==> src/include/sag_pkg.sv <==
// Purpose: Shared constants and types for the segmented address generator.
// Assumes: One core clock, no software-visible registers.
// Notes:   Register numbers follow the usual sixteen-entry general register file.
package sag_pkg;
	localparam int unsigned ADDR_W      = 64;
	localparam int unsigned SEL_W       = 16;
	localparam int unsigned GPR_W       = 4;
	localparam int unsigned NUM_GPR     = 16;
	localparam logic [3:0]  GPR_STACK   = 4'h4;
	localparam logic [3:0]  GPR_FRAME   = 4'h5;
	localparam logic [63:0] ADDR_RST    = 64'h0;
	localparam int unsigned FP_OFF_LO   = 0;
	localparam int unsigned FP_OFF_W    = 32;
	localparam int unsigned FP_SEL_LO   = 32;

	typedef enum logic [2:0] {
		SAG_SEG_CODE,
		SAG_SEG_STACK,
		SAG_SEG_DATA,
		SAG_SEG_STRING,
		SAG_SEG_AUX1,
		SAG_SEG_AUX2
	} sag_seg_e;

	typedef enum logic [1:0] {
		SAG_REF_FETCH,
		SAG_REF_DATA,
		SAG_REF_PUSHPOP,
		SAG_REF_STRDST
	} sag_ref_e;

	typedef enum logic [1:0] {
		SAG_MODE_LEGACY,
		SAG_MODE_COMPAT,
		SAG_MODE_LONG64
	} sag_mode_e;

	typedef enum logic [1:0] {
		SAG_ASZ_16,
		SAG_ASZ_32,
		SAG_ASZ_64
	} sag_asz_e;

	typedef enum logic [1:0] {
		SAG_DISP_NONE,
		SAG_DISP_8,
		SAG_DISP_16,
		SAG_DISP_32
	} sag_disp_e;
endpackage

==> src/sag_addr_gen.sv <==
// Purpose: Segment choice and effective/linear address formation for memory operands.
// Assumes: Decoder presents one operand per cycle; register values arrive with the request.
// Notes:   Limit, protection and paging checks live downstream.
`timescale 1ns/100ps
`default_nettype none
module sag_addr_gen (
	input  wire logic                  clk_sys,
	input  wire logic                  rst_b,
	input  wire logic                  clk_en,
	input  wire logic                  req_valid,
	input  wire sag_pkg::sag_ref_e     ref_kind,
	input  wire sag_pkg::sag_mode_e    cpu_mode,
	input  wire logic                  addr_default32,
	input  wire logic                  addr_size_prefix,
	input  wire logic                  wide_operand_bit,
	input  wire logic                  seg_ovr_valid,
	input  wire sag_pkg::sag_seg_e     seg_ovr,
	input  wire logic                  base_valid,
	input  wire logic [3:0]            base_idx,
	input  wire logic [63:0]           base_val,
	input  wire logic                  index_valid,
	input  wire logic [3:0]            index_idx,
	input  wire logic [63:0]           index_val,
	input  wire logic [1:0]            scale_log2,
	input  wire sag_pkg::sag_disp_e    disp_kind,
	input  wire logic [31:0]           disp_val,
	input  wire logic                  ptr_rel,
	input  wire logic [63:0]           next_instr_pointer,
	input  wire logic [63:0]           code_seg_base,
	input  wire logic [63:0]           stack_seg_base,
	input  wire logic [63:0]           data_seg_base,
	input  wire logic [63:0]           string_target_seg_base,
	input  wire logic [63:0]           aux_base_seg_one_base,
	input  wire logic [63:0]           aux_base_seg_two_base,
	input  wire logic                  sel_from_mem,
	input  wire logic [15:0]           sel_reg_val,
	input  wire logic [47:0]           far_ptr_mem,
	output logic                       lin_valid,
	output logic [63:0]                lin_addr,
	output logic [63:0]                eff_addr,
	output sag_pkg::sag_seg_e          seg_used,
	output sag_pkg::sag_asz_e          addr_size,
	output logic                       index_fault,
	output logic [15:0]                sel_out,
	output logic [31:0]                far_off_out
);
	logic              lin_valid_q;
	logic              lin_valid_d;
	logic [63:0]       lin_addr_q;
	logic [63:0]       lin_addr_d;
	logic [63:0]       eff_addr_q;
	logic [63:0]       eff_addr_d;
	sag_pkg::sag_seg_e seg_q;
	sag_pkg::sag_seg_e seg_d;
	sag_pkg::sag_asz_e asz_q;
	sag_pkg::sag_asz_e asz_d;
	logic              idx_fault_q;
	logic              idx_fault_d;
	logic [15:0]       sel_q;
	logic [15:0]       sel_d;
	logic [31:0]       far_off_q;
	logic [31:0]       far_off_d;

	logic              long64;
	logic [63:0]       disp_ext;
	logic [63:0]       base_ext;
	logic [63:0]       index_ext;
	logic [63:0]       ea_raw;
	logic [63:0]       seg_base;
	logic [63:0]       ea_trunc;

	always_comb begin
		long64 = (cpu_mode == sag_pkg::SAG_MODE_LONG64);
		// Compatibility mode uses the legacy attribute table unchanged.
		if (long64) begin
			// No 16-bit addressing exists here; the prefix only drops to 32.
			asz_d = addr_size_prefix ? sag_pkg::SAG_ASZ_32 : sag_pkg::SAG_ASZ_64;
		end else begin
			// Prefix toggles the code segment default.
			asz_d = (addr_default32 ^ addr_size_prefix) ? sag_pkg::SAG_ASZ_32
			                                             : sag_pkg::SAG_ASZ_16;
		end

		// Displacement is sign-extended; absent means zero.
		unique case (disp_kind)
			sag_pkg::SAG_DISP_NONE: disp_ext = 64'h0;
			sag_pkg::SAG_DISP_8:    disp_ext = {{56{disp_val[7]}}, disp_val[7:0]};
			sag_pkg::SAG_DISP_16:   disp_ext = {{48{disp_val[15]}}, disp_val[15:0]};
			sag_pkg::SAG_DISP_32:   disp_ext = {{32{disp_val[31]}}, disp_val};
		endcase

		// In 64-bit mode register width is 32 unless the wide bit asks for the full 64.
		base_ext  = base_val;
		index_ext = index_val;
		if (long64 && !wide_operand_bit) begin
			base_ext  = {32'h0, base_val[31:0]};
			index_ext = {32'h0, index_val[31:0]};
		end
		// All sixteen register numbers are accepted as a base in 64-bit mode.
		if (!base_valid) begin
			base_ext = 64'h0;
		end
		// The stack pointer cannot be an index; such a request is flagged.
		idx_fault_d = req_valid && index_valid && (index_idx == sag_pkg::GPR_STACK);
		if (!index_valid || idx_fault_d) begin
			index_ext = 64'h0;
		end

		// Scale only touches a present index.
		if (ptr_rel && long64) begin
			ea_raw = next_instr_pointer + {{32{disp_val[31]}}, disp_val};
		end else begin
			ea_raw = disp_ext + base_ext + (index_ext << scale_log2);
		end

		// Segment choice: fixed defaults first, then overrides for plain data.
		unique case (ref_kind)
			sag_pkg::SAG_REF_FETCH:   seg_d = sag_pkg::SAG_SEG_CODE;
			sag_pkg::SAG_REF_PUSHPOP: seg_d = sag_pkg::SAG_SEG_STACK;
			sag_pkg::SAG_REF_STRDST:  seg_d = sag_pkg::SAG_SEG_STRING;
			sag_pkg::SAG_REF_DATA: begin
				if (seg_ovr_valid) begin
					seg_d = seg_ovr;
				end else if (base_valid && (base_idx == sag_pkg::GPR_STACK
				                            || base_idx == sag_pkg::GPR_FRAME)) begin
					seg_d = sag_pkg::SAG_SEG_STACK;
				end else begin
					seg_d = sag_pkg::SAG_SEG_DATA;
				end
			end
		endcase

		// Truncation happens before the base add so wrap matches the address size.
		unique case (asz_d)
			sag_pkg::SAG_ASZ_16: ea_trunc = {48'h0, ea_raw[15:0]};
			sag_pkg::SAG_ASZ_32: ea_trunc = {32'h0, ea_raw[31:0]};
			default:             ea_trunc = ea_raw;
		endcase

		unique case (seg_d)
			sag_pkg::SAG_SEG_CODE:   seg_base = code_seg_base;
			sag_pkg::SAG_SEG_STACK:  seg_base = stack_seg_base;
			sag_pkg::SAG_SEG_DATA:   seg_base = data_seg_base;
			sag_pkg::SAG_SEG_STRING: seg_base = string_target_seg_base;
			sag_pkg::SAG_SEG_AUX1:   seg_base = aux_base_seg_one_base;
			sag_pkg::SAG_SEG_AUX2:   seg_base = aux_base_seg_two_base;
			default:                 seg_base = 64'h0;
		endcase
		if (long64 && seg_d != sag_pkg::SAG_SEG_AUX1 && seg_d != sag_pkg::SAG_SEG_AUX2) begin
			seg_base = 64'h0;
		end

		eff_addr_d  = ea_trunc;
		lin_addr_d  = ea_trunc + seg_base;
		lin_valid_d = req_valid && !idx_fault_d;

		// Explicit selector from a register or the word after a far pointer's offset.
		sel_d     = sel_from_mem ? far_ptr_mem[sag_pkg::FP_SEL_LO +: sag_pkg::SEL_W]
		                         : sel_reg_val;
		far_off_d = far_ptr_mem[sag_pkg::FP_OFF_LO +: sag_pkg::FP_OFF_W];
	end

	// Results hold during clock-enable low so downstream sees a stable address.
	always_ff @(posedge clk_sys or negedge rst_b) begin
		if (!rst_b) begin
			lin_valid_q <= 1'h0;
			lin_addr_q  <= sag_pkg::ADDR_RST;
			eff_addr_q  <= sag_pkg::ADDR_RST;
			seg_q       <= sag_pkg::SAG_SEG_CODE;
			asz_q       <= sag_pkg::SAG_ASZ_16;
			idx_fault_q <= 1'h0;
			sel_q       <= 16'h0;
			far_off_q   <= 32'h0;
		end else if (clk_en) begin
			lin_valid_q <= lin_valid_d;
			lin_addr_q  <= lin_addr_d;
			eff_addr_q  <= eff_addr_d;
			seg_q       <= seg_d;
			asz_q       <= asz_d;
			idx_fault_q <= idx_fault_d;
			sel_q       <= sel_d;
			far_off_q   <= far_off_d;
		end
	end

	assign lin_valid   = lin_valid_q;
	assign lin_addr    = lin_addr_q;
	assign eff_addr    = eff_addr_q;
	assign seg_used    = seg_q;
	assign addr_size   = asz_q;
	assign index_fault = idx_fault_q;
	assign sel_out     = sel_q;
	assign far_off_out = far_off_q;

	// Segment choice checks. The request is sampled at one enabled edge and the
	// registered answer is judged at the next edge, whatever the enable does then.
	fetch_code_a: assert property (@(posedge clk_sys) disable iff (!rst_b)
		clk_en && req_valid && ref_kind == sag_pkg::SAG_REF_FETCH
		|=> seg_used == sag_pkg::SAG_SEG_CODE)
		else $error("fetch not in code segment");
	stack_base_a: assert property (@(posedge clk_sys) disable iff (!rst_b)
		clk_en && ref_kind == sag_pkg::SAG_REF_DATA && !seg_ovr_valid && base_valid
		&& base_idx == sag_pkg::GPR_FRAME |=> seg_used == sag_pkg::SAG_SEG_STACK)
		else $error("frame base not stack");
	sp_base_a: assert property (@(posedge clk_sys) disable iff (!rst_b)
		clk_en && ref_kind == sag_pkg::SAG_REF_DATA && !seg_ovr_valid && base_valid
		&& base_idx == sag_pkg::GPR_STACK |=> seg_used == sag_pkg::SAG_SEG_STACK)
		else $error("stack pointer base not stack");
	data_default_a: assert property (@(posedge clk_sys) disable iff (!rst_b)
		clk_en && ref_kind == sag_pkg::SAG_REF_DATA && !seg_ovr_valid && !base_valid
		|=> seg_used == sag_pkg::SAG_SEG_DATA)
		else $error("data default wrong");
	strdst_fixed_a: assert property (@(posedge clk_sys) disable iff (!rst_b)
		clk_en && ref_kind == sag_pkg::SAG_REF_STRDST && seg_ovr_valid
		|=> seg_used == sag_pkg::SAG_SEG_STRING)
		else $error("string dest overridden");
	pushpop_fixed_a: assert property (@(posedge clk_sys) disable iff (!rst_b)
		clk_en && ref_kind == sag_pkg::SAG_REF_PUSHPOP
		|=> seg_used == sag_pkg::SAG_SEG_STACK)
		else $error("push/pop not stack");
	override_data_a: assert property (@(posedge clk_sys) disable iff (!rst_b)
		clk_en && ref_kind == sag_pkg::SAG_REF_DATA && seg_ovr_valid
		|=> seg_used == $past(seg_ovr))
		else $error("override ignored");

	// Selector and far pointer pass-through.
	sel_mem_a: assert property (@(posedge clk_sys) disable iff (!rst_b)
		clk_en && sel_from_mem
		|=> sel_out == 16'($past(far_ptr_mem) >> sag_pkg::FP_SEL_LO))
		else $error("selector not taken from pointer");
	sel_reg_a: assert property (@(posedge clk_sys) disable iff (!rst_b)
		clk_en && !sel_from_mem
		|=> sel_out == $past(sel_reg_val))
		else $error("selector not taken from register");
	far_off_a: assert property (@(posedge clk_sys) disable iff (!rst_b)
		clk_en
		|=> far_off_out == 32'($past(far_ptr_mem)))
		else $error("far pointer offset wrong");

	// Address formation checks.
	no_sp_index_a: assert property (@(posedge clk_sys) disable iff (!rst_b)
		clk_en && req_valid && index_valid && index_idx == sag_pkg::GPR_STACK
		|=> index_fault && !lin_valid)
		else $error("stack pointer index accepted");
	legacy_base_a: assert property (@(posedge clk_sys) disable iff (!rst_b)
		clk_en && cpu_mode != sag_pkg::SAG_MODE_LONG64 && ref_kind == sag_pkg::SAG_REF_FETCH
		|=> lin_addr == eff_addr + $past(code_seg_base))
		else $error("legacy code base not added");
	flat_long_a: assert property (@(posedge clk_sys) disable iff (!rst_b)
		clk_en && cpu_mode == sag_pkg::SAG_MODE_LONG64 && ref_kind != sag_pkg::SAG_REF_DATA
		|=> lin_addr == eff_addr)
		else $error("flat base not zero");
	aux_base_a: assert property (@(posedge clk_sys) disable iff (!rst_b)
		clk_en && cpu_mode == sag_pkg::SAG_MODE_LONG64 && ref_kind == sag_pkg::SAG_REF_DATA
		&& seg_ovr_valid && seg_ovr == sag_pkg::SAG_SEG_AUX2
		|=> lin_addr == eff_addr + $past(aux_base_seg_two_base))
		else $error("auxiliary base not added");
	rel_addr_a: assert property (@(posedge clk_sys) disable iff (!rst_b)
		clk_en && cpu_mode == sag_pkg::SAG_MODE_LONG64 && ptr_rel && !addr_size_prefix
		|=> eff_addr == $past(next_instr_pointer) + 64'($signed($past(disp_val))))
		else $error("pointer-relative address wrong");
	no_asz16_a: assert property (@(posedge clk_sys) disable iff (!rst_b)
		clk_en && cpu_mode == sag_pkg::SAG_MODE_LONG64
		|=> addr_size != sag_pkg::SAG_ASZ_16)
		else $error("16-bit size in 64-bit mode");
	trunc16_a: assert property (@(posedge clk_sys) disable iff (!rst_b)
		addr_size == sag_pkg::SAG_ASZ_16
		|-> eff_addr[63:16] == 48'h0)
		else $error("16-bit address not truncated");
	trunc_to32_a: assert property (@(posedge clk_sys) disable iff (!rst_b)
		addr_size == sag_pkg::SAG_ASZ_32
		|-> eff_addr[63:32] == 32'h0)
		else $error("32-bit address not truncated");

	// Handshake timing. The reset check has no disable so it watches the reset itself.
	valid_follow_a: assert property (@(posedge clk_sys) disable iff (!rst_b)
		clk_en && req_valid && !(index_valid && index_idx == sag_pkg::GPR_STACK)
		|=> lin_valid)
		else $error("valid not one cycle later");
	idle_invalid_a: assert property (@(posedge clk_sys) disable iff (!rst_b)
		clk_en && !req_valid
		|=> !lin_valid)
		else $error("valid without request");
	reset_invalid_a: assert property (@(posedge clk_sys)
		!rst_b
		|-> !lin_valid && lin_addr == sag_pkg::ADDR_RST)
		else $error("output valid during reset");
	hold_frozen_a: assert property (@(posedge clk_sys) disable iff (!rst_b)
		!clk_en
		|=> $stable(lin_addr) && $stable(lin_valid))
		else $error("outputs moved with enable low");
endmodule
`default_nettype wire
==> config.mk <==
export PLATFORM = sky130hd
export DESIGN_NAME = sag_addr_gen
export DESIGN_NICKNAME = d
export VERILOG_FILES = /design/src/include/sag_pkg.sv /design/src/sag_addr_gen.sv
export SDC_FILE = /design/constraint.sdc
export NUM_CORES = 1
export LEC_CHECK = 0
export ABC_AREA = 0
export BUFFER_PORTS_ARGS = -buffer_cell sky130_fd_sc_hd__clkbuf_2
export CORE_AREA = 8 8 339 341
export DETAILED_ROUTE_END_ITERATION = 7
export DIE_AREA = 0 0 347 349
export PLACE_DENSITY = 0.45
export SYNTH_ARGS = -nofsm -noshare
export SYNTH_HDL_FRONTEND = slang
export SYNTH_SLANG_ARGS = --single-unit
export TNS_END_PERCENT = 20
==> constraint.sdc <==
create_clock -name clk_sys -period 0.9 [get_ports clk_sys]
set_input_delay 0.18 -clock clk_sys [delete_from_list [all_inputs] [get_ports clk_sys]]
set_output_delay 0.18 -clock clk_sys [all_outputs]
set_load 0.02 [all_outputs]
* Word level (Yosys, flattened, before mapping)
Cells that the tools add are included.
** Cells by class
- $add $sub $neg :: 4
- Multipliers :: 0
- Divide/modulo/power cells :: 0
- Order comparisons :: 0
- Equal/unequal tests :: 18
- Shift operators :: 1
- Multiplexer cells :: 16
- Bitwise gates (word level) :: 1
- Reduce and logical (&&, ||, !) cells :: 17
** Operators with widths (count)
- 2-to-1 mux 64 bit :: 6
- one-hot mux 64 bit (6 select lines) :: 1
- adder 64 bit :: 4
- one-hot mux 64 bit (4 select lines) :: 1
- one-hot mux 64 bit (2 select lines) :: 1
- left shift 64 x 2 -> 64 bit :: 1
- 2-to-1 mux 16 bit :: 1
- == test 4 x 3 -> 1 bit (second input constant) :: 3
- one-hot mux 3 bit (4 select lines) :: 1
- == test 2 bit (second input constant) :: 5
- logical AND 1 bit :: 8
- == test 2 x 1 -> 1 bit (second input constant) :: 3
- == test 3 x 2 -> 1 bit (second input constant) :: 2
- == test 3 bit (second input constant) :: 2
- logical NOT 2 bit :: 3
- 2-to-1 mux 2 bit :: 3
- != test 3 bit (second input constant) :: 2
- == test 3 x 1 -> 1 bit (second input constant) :: 1
- logical NOT 1 bit :: 3
- logical NOT 3 bit :: 1
- 2-to-1 mux 3 bit :: 1
- logical OR 1 bit :: 2
- 2-to-1 mux 1 bit :: 1
- bitwise XOR 1 bit :: 1
** Word-level totals
- Flip-flop bits (word level) :: 183
- Bits in latches :: 0
- RAM bits :: 0
- ROM bits :: 0
- Input bits :: 703
- Output and inout port bits :: 183
- Word-level logic and storage cells :: 65
- Memories kept :: 0

* Depth between registers and ports, before layout
- Depth in word-level cells :: 11
- Gate-level depth with buffers :: 34
- Gate-level depth less buffers :: 32

* Worst setup path after synthesis
Ideal clock, no wire load.
- Path kind :: input -> register
- Start :: input port disp_val[7]
- End :: register lin_addr_q[62] (netlist: lin_addr[62])
- Library setup time :: 0.125 ns
- Arrival :: 7.660 ns
- Data required time :: 0.775 ns
- Setup slack :: -6.885 ns
- Cell stages on the path :: 28
- Path buffers :: 3
- Cell sequence :: and3b_1 clkbuf_1 o21bai_1 a21oi_1 inv_1 fa_1 ha_1 clkbuf_1 o21a_1 o21ai_0 or2_2 and3_1 a21oi_1 a31oi_1 xor2_1 o2bb2ai_1 ha_1 clkbuf_1 nor2b_1 o21ai_0 nand2b_1 a21o_1 a21o_1 a221o_1 a21o_1 a41oi_2 xnor2_1 mux2_2
** Between the ends
- Longest elaborated chain between the ends :: 6
- Elaborated cells between the ends (all ways) :: 7
- Classes of those cells :: add/sub: 4; mux: 3
** RTL lines
- start, declared :: line sag_addr_gen.sv:26 : input wire logic [31:0] disp_val,
- one-hot mux 64 bit (4 select lines) :: line sag_addr_gen.sv:85 : unique case (disp_kind)
- adder 64 bit (2 in a row) :: line sag_addr_gen.sv:113 : ea_raw = disp_ext + base_ext + (index_ext << scale_log2);
- 2-to-1 mux 64 bit (*) :: line sag_addr_gen.sv:110 : if (ptr_rel && long64) begin
- one-hot mux 64 bit (2 select lines) (*) :: line sag_addr_gen.sv:134 : unique case (asz_d)
- named net ea_trunc[56] :: line sag_addr_gen.sv:70 : logic [63:0] ea_trunc;
- adder 64 bit (*) :: line sag_addr_gen.sv:154 : lin_addr_d = ea_trunc + seg_base;
- end signal, assigned :: line sag_addr_gen.sv:167 : lin_addr_q <= sag_pkg::ADDR_RST;
- end signal, assigned :: line sag_addr_gen.sv:176 : lin_addr_q <= lin_addr_d;
- end, declared :: line sag_addr_gen.sv:49 : logic [63:0] lin_addr_q;
The timed path passes the listed nets; every way through them passes the cells marked *.
A chain may end at the register's enable or synchronous reset.

* Final worst setup path
- Start :: input port index_idx[2]
- End :: register lin_addr_q[61] (netlist: lin_addr[61])
** Between the ends
- Longest elaborated chain between the ends :: 9
** RTL lines
- start, declared :: line sag_addr_gen.sv:22 : input wire logic [3:0] index_idx,
- == test 4 x 3 -> 1 bit :: line sag_addr_gen.sv:104 : idx_fault_d = req_valid && index_valid && (index_idx == sag_pkg::GPR_STACK);
- logical AND 1 bit :: line sag_addr_gen.sv:104
- logical OR 1 bit :: line sag_addr_gen.sv:105 : if (!index_valid || idx_fault_d) begin
- 2-to-1 mux 64 bit :: line sag_addr_gen.sv:105
- left shift 64 x 2 -> 64 bit :: line sag_addr_gen.sv:113
- adder 64 bit :: line sag_addr_gen.sv:113
- 2-to-1 mux 64 bit :: line sag_addr_gen.sv:110
- one-hot mux 64 bit (2 select lines) :: line sag_addr_gen.sv:134
- named net ea_trunc[40] :: line sag_addr_gen.sv:70
- adder 64 bit :: line sag_addr_gen.sv:154
The timed path passes the listed nets, and every way through them passes these cells.

==> results by group <==
Run status
  • Run status: complete, but fails checks
  • Failing checks: setup timing

STA
  • Final setup vio count: 314
  • Worst-case clock skew: 0 ps
  • Slew HR: 39.6%
  • Slew Limit Fails: 0
  • Hold slack: 115 ps
  • Setup TNS Final: -508070 ps
  • Worst-margin pin slew: 896 ps
  • Setup WS post-layout: -5000 ps
  • Unrepaired setup endpoints after global routing: true
  • Minimum clock period: slightly below 6000 ps
  • Maximum clock rate: 170 MHz
  • Post-route clock period utilization: 655%
  • Hold Vio Cnt, Final: 0

Synthesis
  • Avg Inst Size Synth: roughly 8.5 sq um
  • Post-Syn Area: between 20000 and 30000 sq um
  • Mapped Cells: 3003
  • Adder-cell area share of the yosys netlist: 14.4%
  • Cell variety after synth: 86
  • EDFF count, synth: 0
  • Synth Area in Compound Gates: 21.6%
  • Post-synthesis simple-gate area fraction: 15.0%
  • Ys async rst share: 100%
  • Number of synthesized register bits: approximately 180
  • Multiplexer share of the synthesized area: 20.1%
  • Xor/xnor share of the synthesized area: 6.04%
  • Main combinational cell family by area after synthesis: compound AO/OA/AOI/OAI gates
  • Syn. warnings: 0
  • Register area share after synthesis: 17.9%
  • Synthesized net count: 3960
  • Dominant synthesized flop cell: dfrtp_1

Worst setup path
  • Reg2reg end: eff_addr[56]
  • CP Data Required Time: 1310 ps
  • CP max FO: 5
  • Crit path DAT: 6300 ps
  • R2r setup slk: -30 ps
  • Crit path kind: input port to register
  • Startpoint types: input port
  • Critical Path Max Stage Delay: 550 ps
  • CP Launch Point: index_idx[2]
  • Top cell by count, worst path: ha_4
  • R2r worst-path depth: 2
  • Slowest library cell on the worst path: fa_1
  • Critical Path Sink Type: register
  • FF-to-FF Start: eff_addr[56]

Worst hold path
  • Hold path startpoint: clk_en
  • Endpoint, Worst Hold: eff_addr[48]
  • Hold path depth: 3
  • Type of the most critical hold path: input port to register

CTS
  • Root buf cell: clkbuf_16
  • Clock Latency Late Sink: between 500 and 600 ps
  • Clk slew on worst S/H paths: 110 ps
  • TritonCTS Buffers: 17
  • Max clock buf depth: 2
  • Sink Count: 183
  • CTS tree: built
  • H-tree levels: 4

Finish
  • Most common cell after layout, fill and taps aside: buf_4
  • Filler instances: 11200
  • Cell area after layout: 45000 sq um
  • Ratio of cells with drive above 1 in the final layout: between 50% and 60%
  • Final Instance Count excl. Fillers: 6374
  • Final nets: 5874
  • Sequential Area: 4580 sq um
  • Area of the multi-input gates: 22800 sq um
  • Commonest cells after routing, fill and taps aside: buf_4, clkbuf_2, nand2_1, a21oi_1, dfrtp_1
  • Area growth syn-to-layout: 76.5%

Power and ir drop
  • Combinational Power Share: 72.8%
  • P_int: 40.6 mW
  • Pwr/cell area: 1650 nW/um^2
  • Sw Share: a little under half
  • Peak supply drop: 0.00119 V
  • Design Power: 74.3 mW
  • Clk pwr share: between 10% and 20%
  • Psw: about 34 mW
  • Static Leakage: 22.6 nW
  • Sequential group share of total power: around 16%

GRT
  • Gr usage total: 25.1%
  • Vias in the first global route: between 30000 and 40000
  • Initial antenna violation count: 42
  • Largest net degree at the start of global routing: 37
  • GRT overflow: 0
  • First-pass GRT wire length: 224000 microns

Placement
  • Port Buffers: approximately 880
  • Placed Cells: 6151
  • DP HPWL: 139000 microns
  • Placer's final routability congestion estimate: 0.966
  • Placed cell area: ~40000 sq um

Die
  • Die W: around 350 microns
  • Overall die height: 349 microns
  • Initial core utilization: 23.3%
  • Num rows: 122
  • Core Region: 110000 sq um
  • Top Ports: 886
  • Total Die Area: 121000 sq um

Route
  • Detailed-route via count: 31200
  • Final WL: between 150000 and 200000 microns
  • Drt wl/cell: between 20 and 25 microns
  • Drt pass-1 iters: 7
  • DRT antenna net count: 0
  • Detailed-route DRC error count: 0
  • Initial DRC count: 1999
  • Drt via density: 4.90

Job
  • Max Cap Viol: 0
[power groups by stage]
stage / logic [mW] / clock network (mW) / registers [mW]
after global placement: 46.3 / 0 / 11.6
after global routing: 58.2 / 9.18 / 11.9
after detailed placement: 46.2 / 0 / 11.7
after CTS: 50.7 / 8.95 / 11.6
final: 54.1 / 8.61 / 11.6
after floorplan: 20.4 / 0 / 14.1
[area by class of cell]
type | instances | share of cell area, %
Antenna cell | 18 | 0.100
Clock buffer | 17 | 0.944
Clock inverter | 15 | 0.500
Inverter | 150 | 1.26
Multi-Input combinational cell | 2497 | 50.6
Sequential cell | 183 | 10.2
Tap cell | 1426 | 3.96
Timing Repair Buffer | 2068 | 32.4
[synthesized netlist by cell type (88+ instances only)]
cell type / instances / area (sq um)
nand2_1: 393 / 1480
a21oi_1: 293 / 1470
o21ai_0: 192 / 961
ha_1: 188 / 2350
dfrtp_1: 183 / 4580
nor2_1: 170 / 638
inv_1: 149 / 559
clkbuf_1: 143 / 537
mux2_2: 142 / 1600
mux4_2: 118 / 2660
a21o_1: 116 / 871
xnor2_1: 107 / 937
mux2i_1: 88 / 881
[worst max-delay path: cells and delay by family]
kind,cells,cell delay (ps)
AOI/OAI and AO/OA,13,2690
and+or+nand+nor,7,1120
xor gates and xnor gates,2,270
adders and majority gates,3,1050
muxes,1,260
buffers and inverters,6,690
[how the worst max path moves through the flow]
stage	endpoint	slack, ps
global route	lin_addr[61]	-5260
global placement	lin_addr[61]	-6060
detailed placement	lin_addr[61]	-6050
finish	lin_addr[61]	-5000
floorplan	lin_addr[62]	-5130
CTS	lin_addr[61]	-5040
[logic make-up (layout without fill, tap and decap cells)]
logic type | count (synthesis) | after routing
AO/OA/AOI/OAI | 876 | 877
AND/OR/NAND/NOR | 842 | 842
multiplexers | 348 | 348
buffers and inverters | 324 | 2250
adder cells (fa/ha/maj) | 254 | 254
flip-flops | 183 | 183
XOR/XNOR | 176 | 176
other | 0 | 18
[state kept, by name, indices dropped and copies added (netlist names)]
register	cells
far_off_out	32
lin_valid	1
index_fault	1
lin_addr	64
eff_addr	64
addr_size	2
seg_used	3
sel_out	16
[layer usage]
| metal | wire length [microns] | global-route usage, % | up-vias | share of wire, % |
|---|---|---|---|---|
| li1 | - | - | 14900 | - |
| met1 | 63500 | 30.0 | 15000 | 40 |
| met2 | 74700 | 41.7 | 1131 | 47 |
| met3 | 15400 | 9.52 | 197 | 9.7 |
| met4 | 5080 | 7.43 | 30 | 3.2 |
| met5 | 195 | 0 | - | 0.12 |
[stage by stage]
step,worst slack (ps),util [%]
finish,-5000,41.1
global route,-5260,41.1
CTS,-5040,39.4
detailed placement,-6050,36.4
global placement,-6060,36.4
floorplan,-5130,-
[repair_timing]
action	in CTS	in global routing
gates resized for setup	327	311
hold endpoints to repair	232	0
cloned	2	1
endpoints found under the setup margin	314	314
buffers inserted	72	71
hold buffers	66	0
pin swaps	174	205
Power figures use the tool's default switching activity.
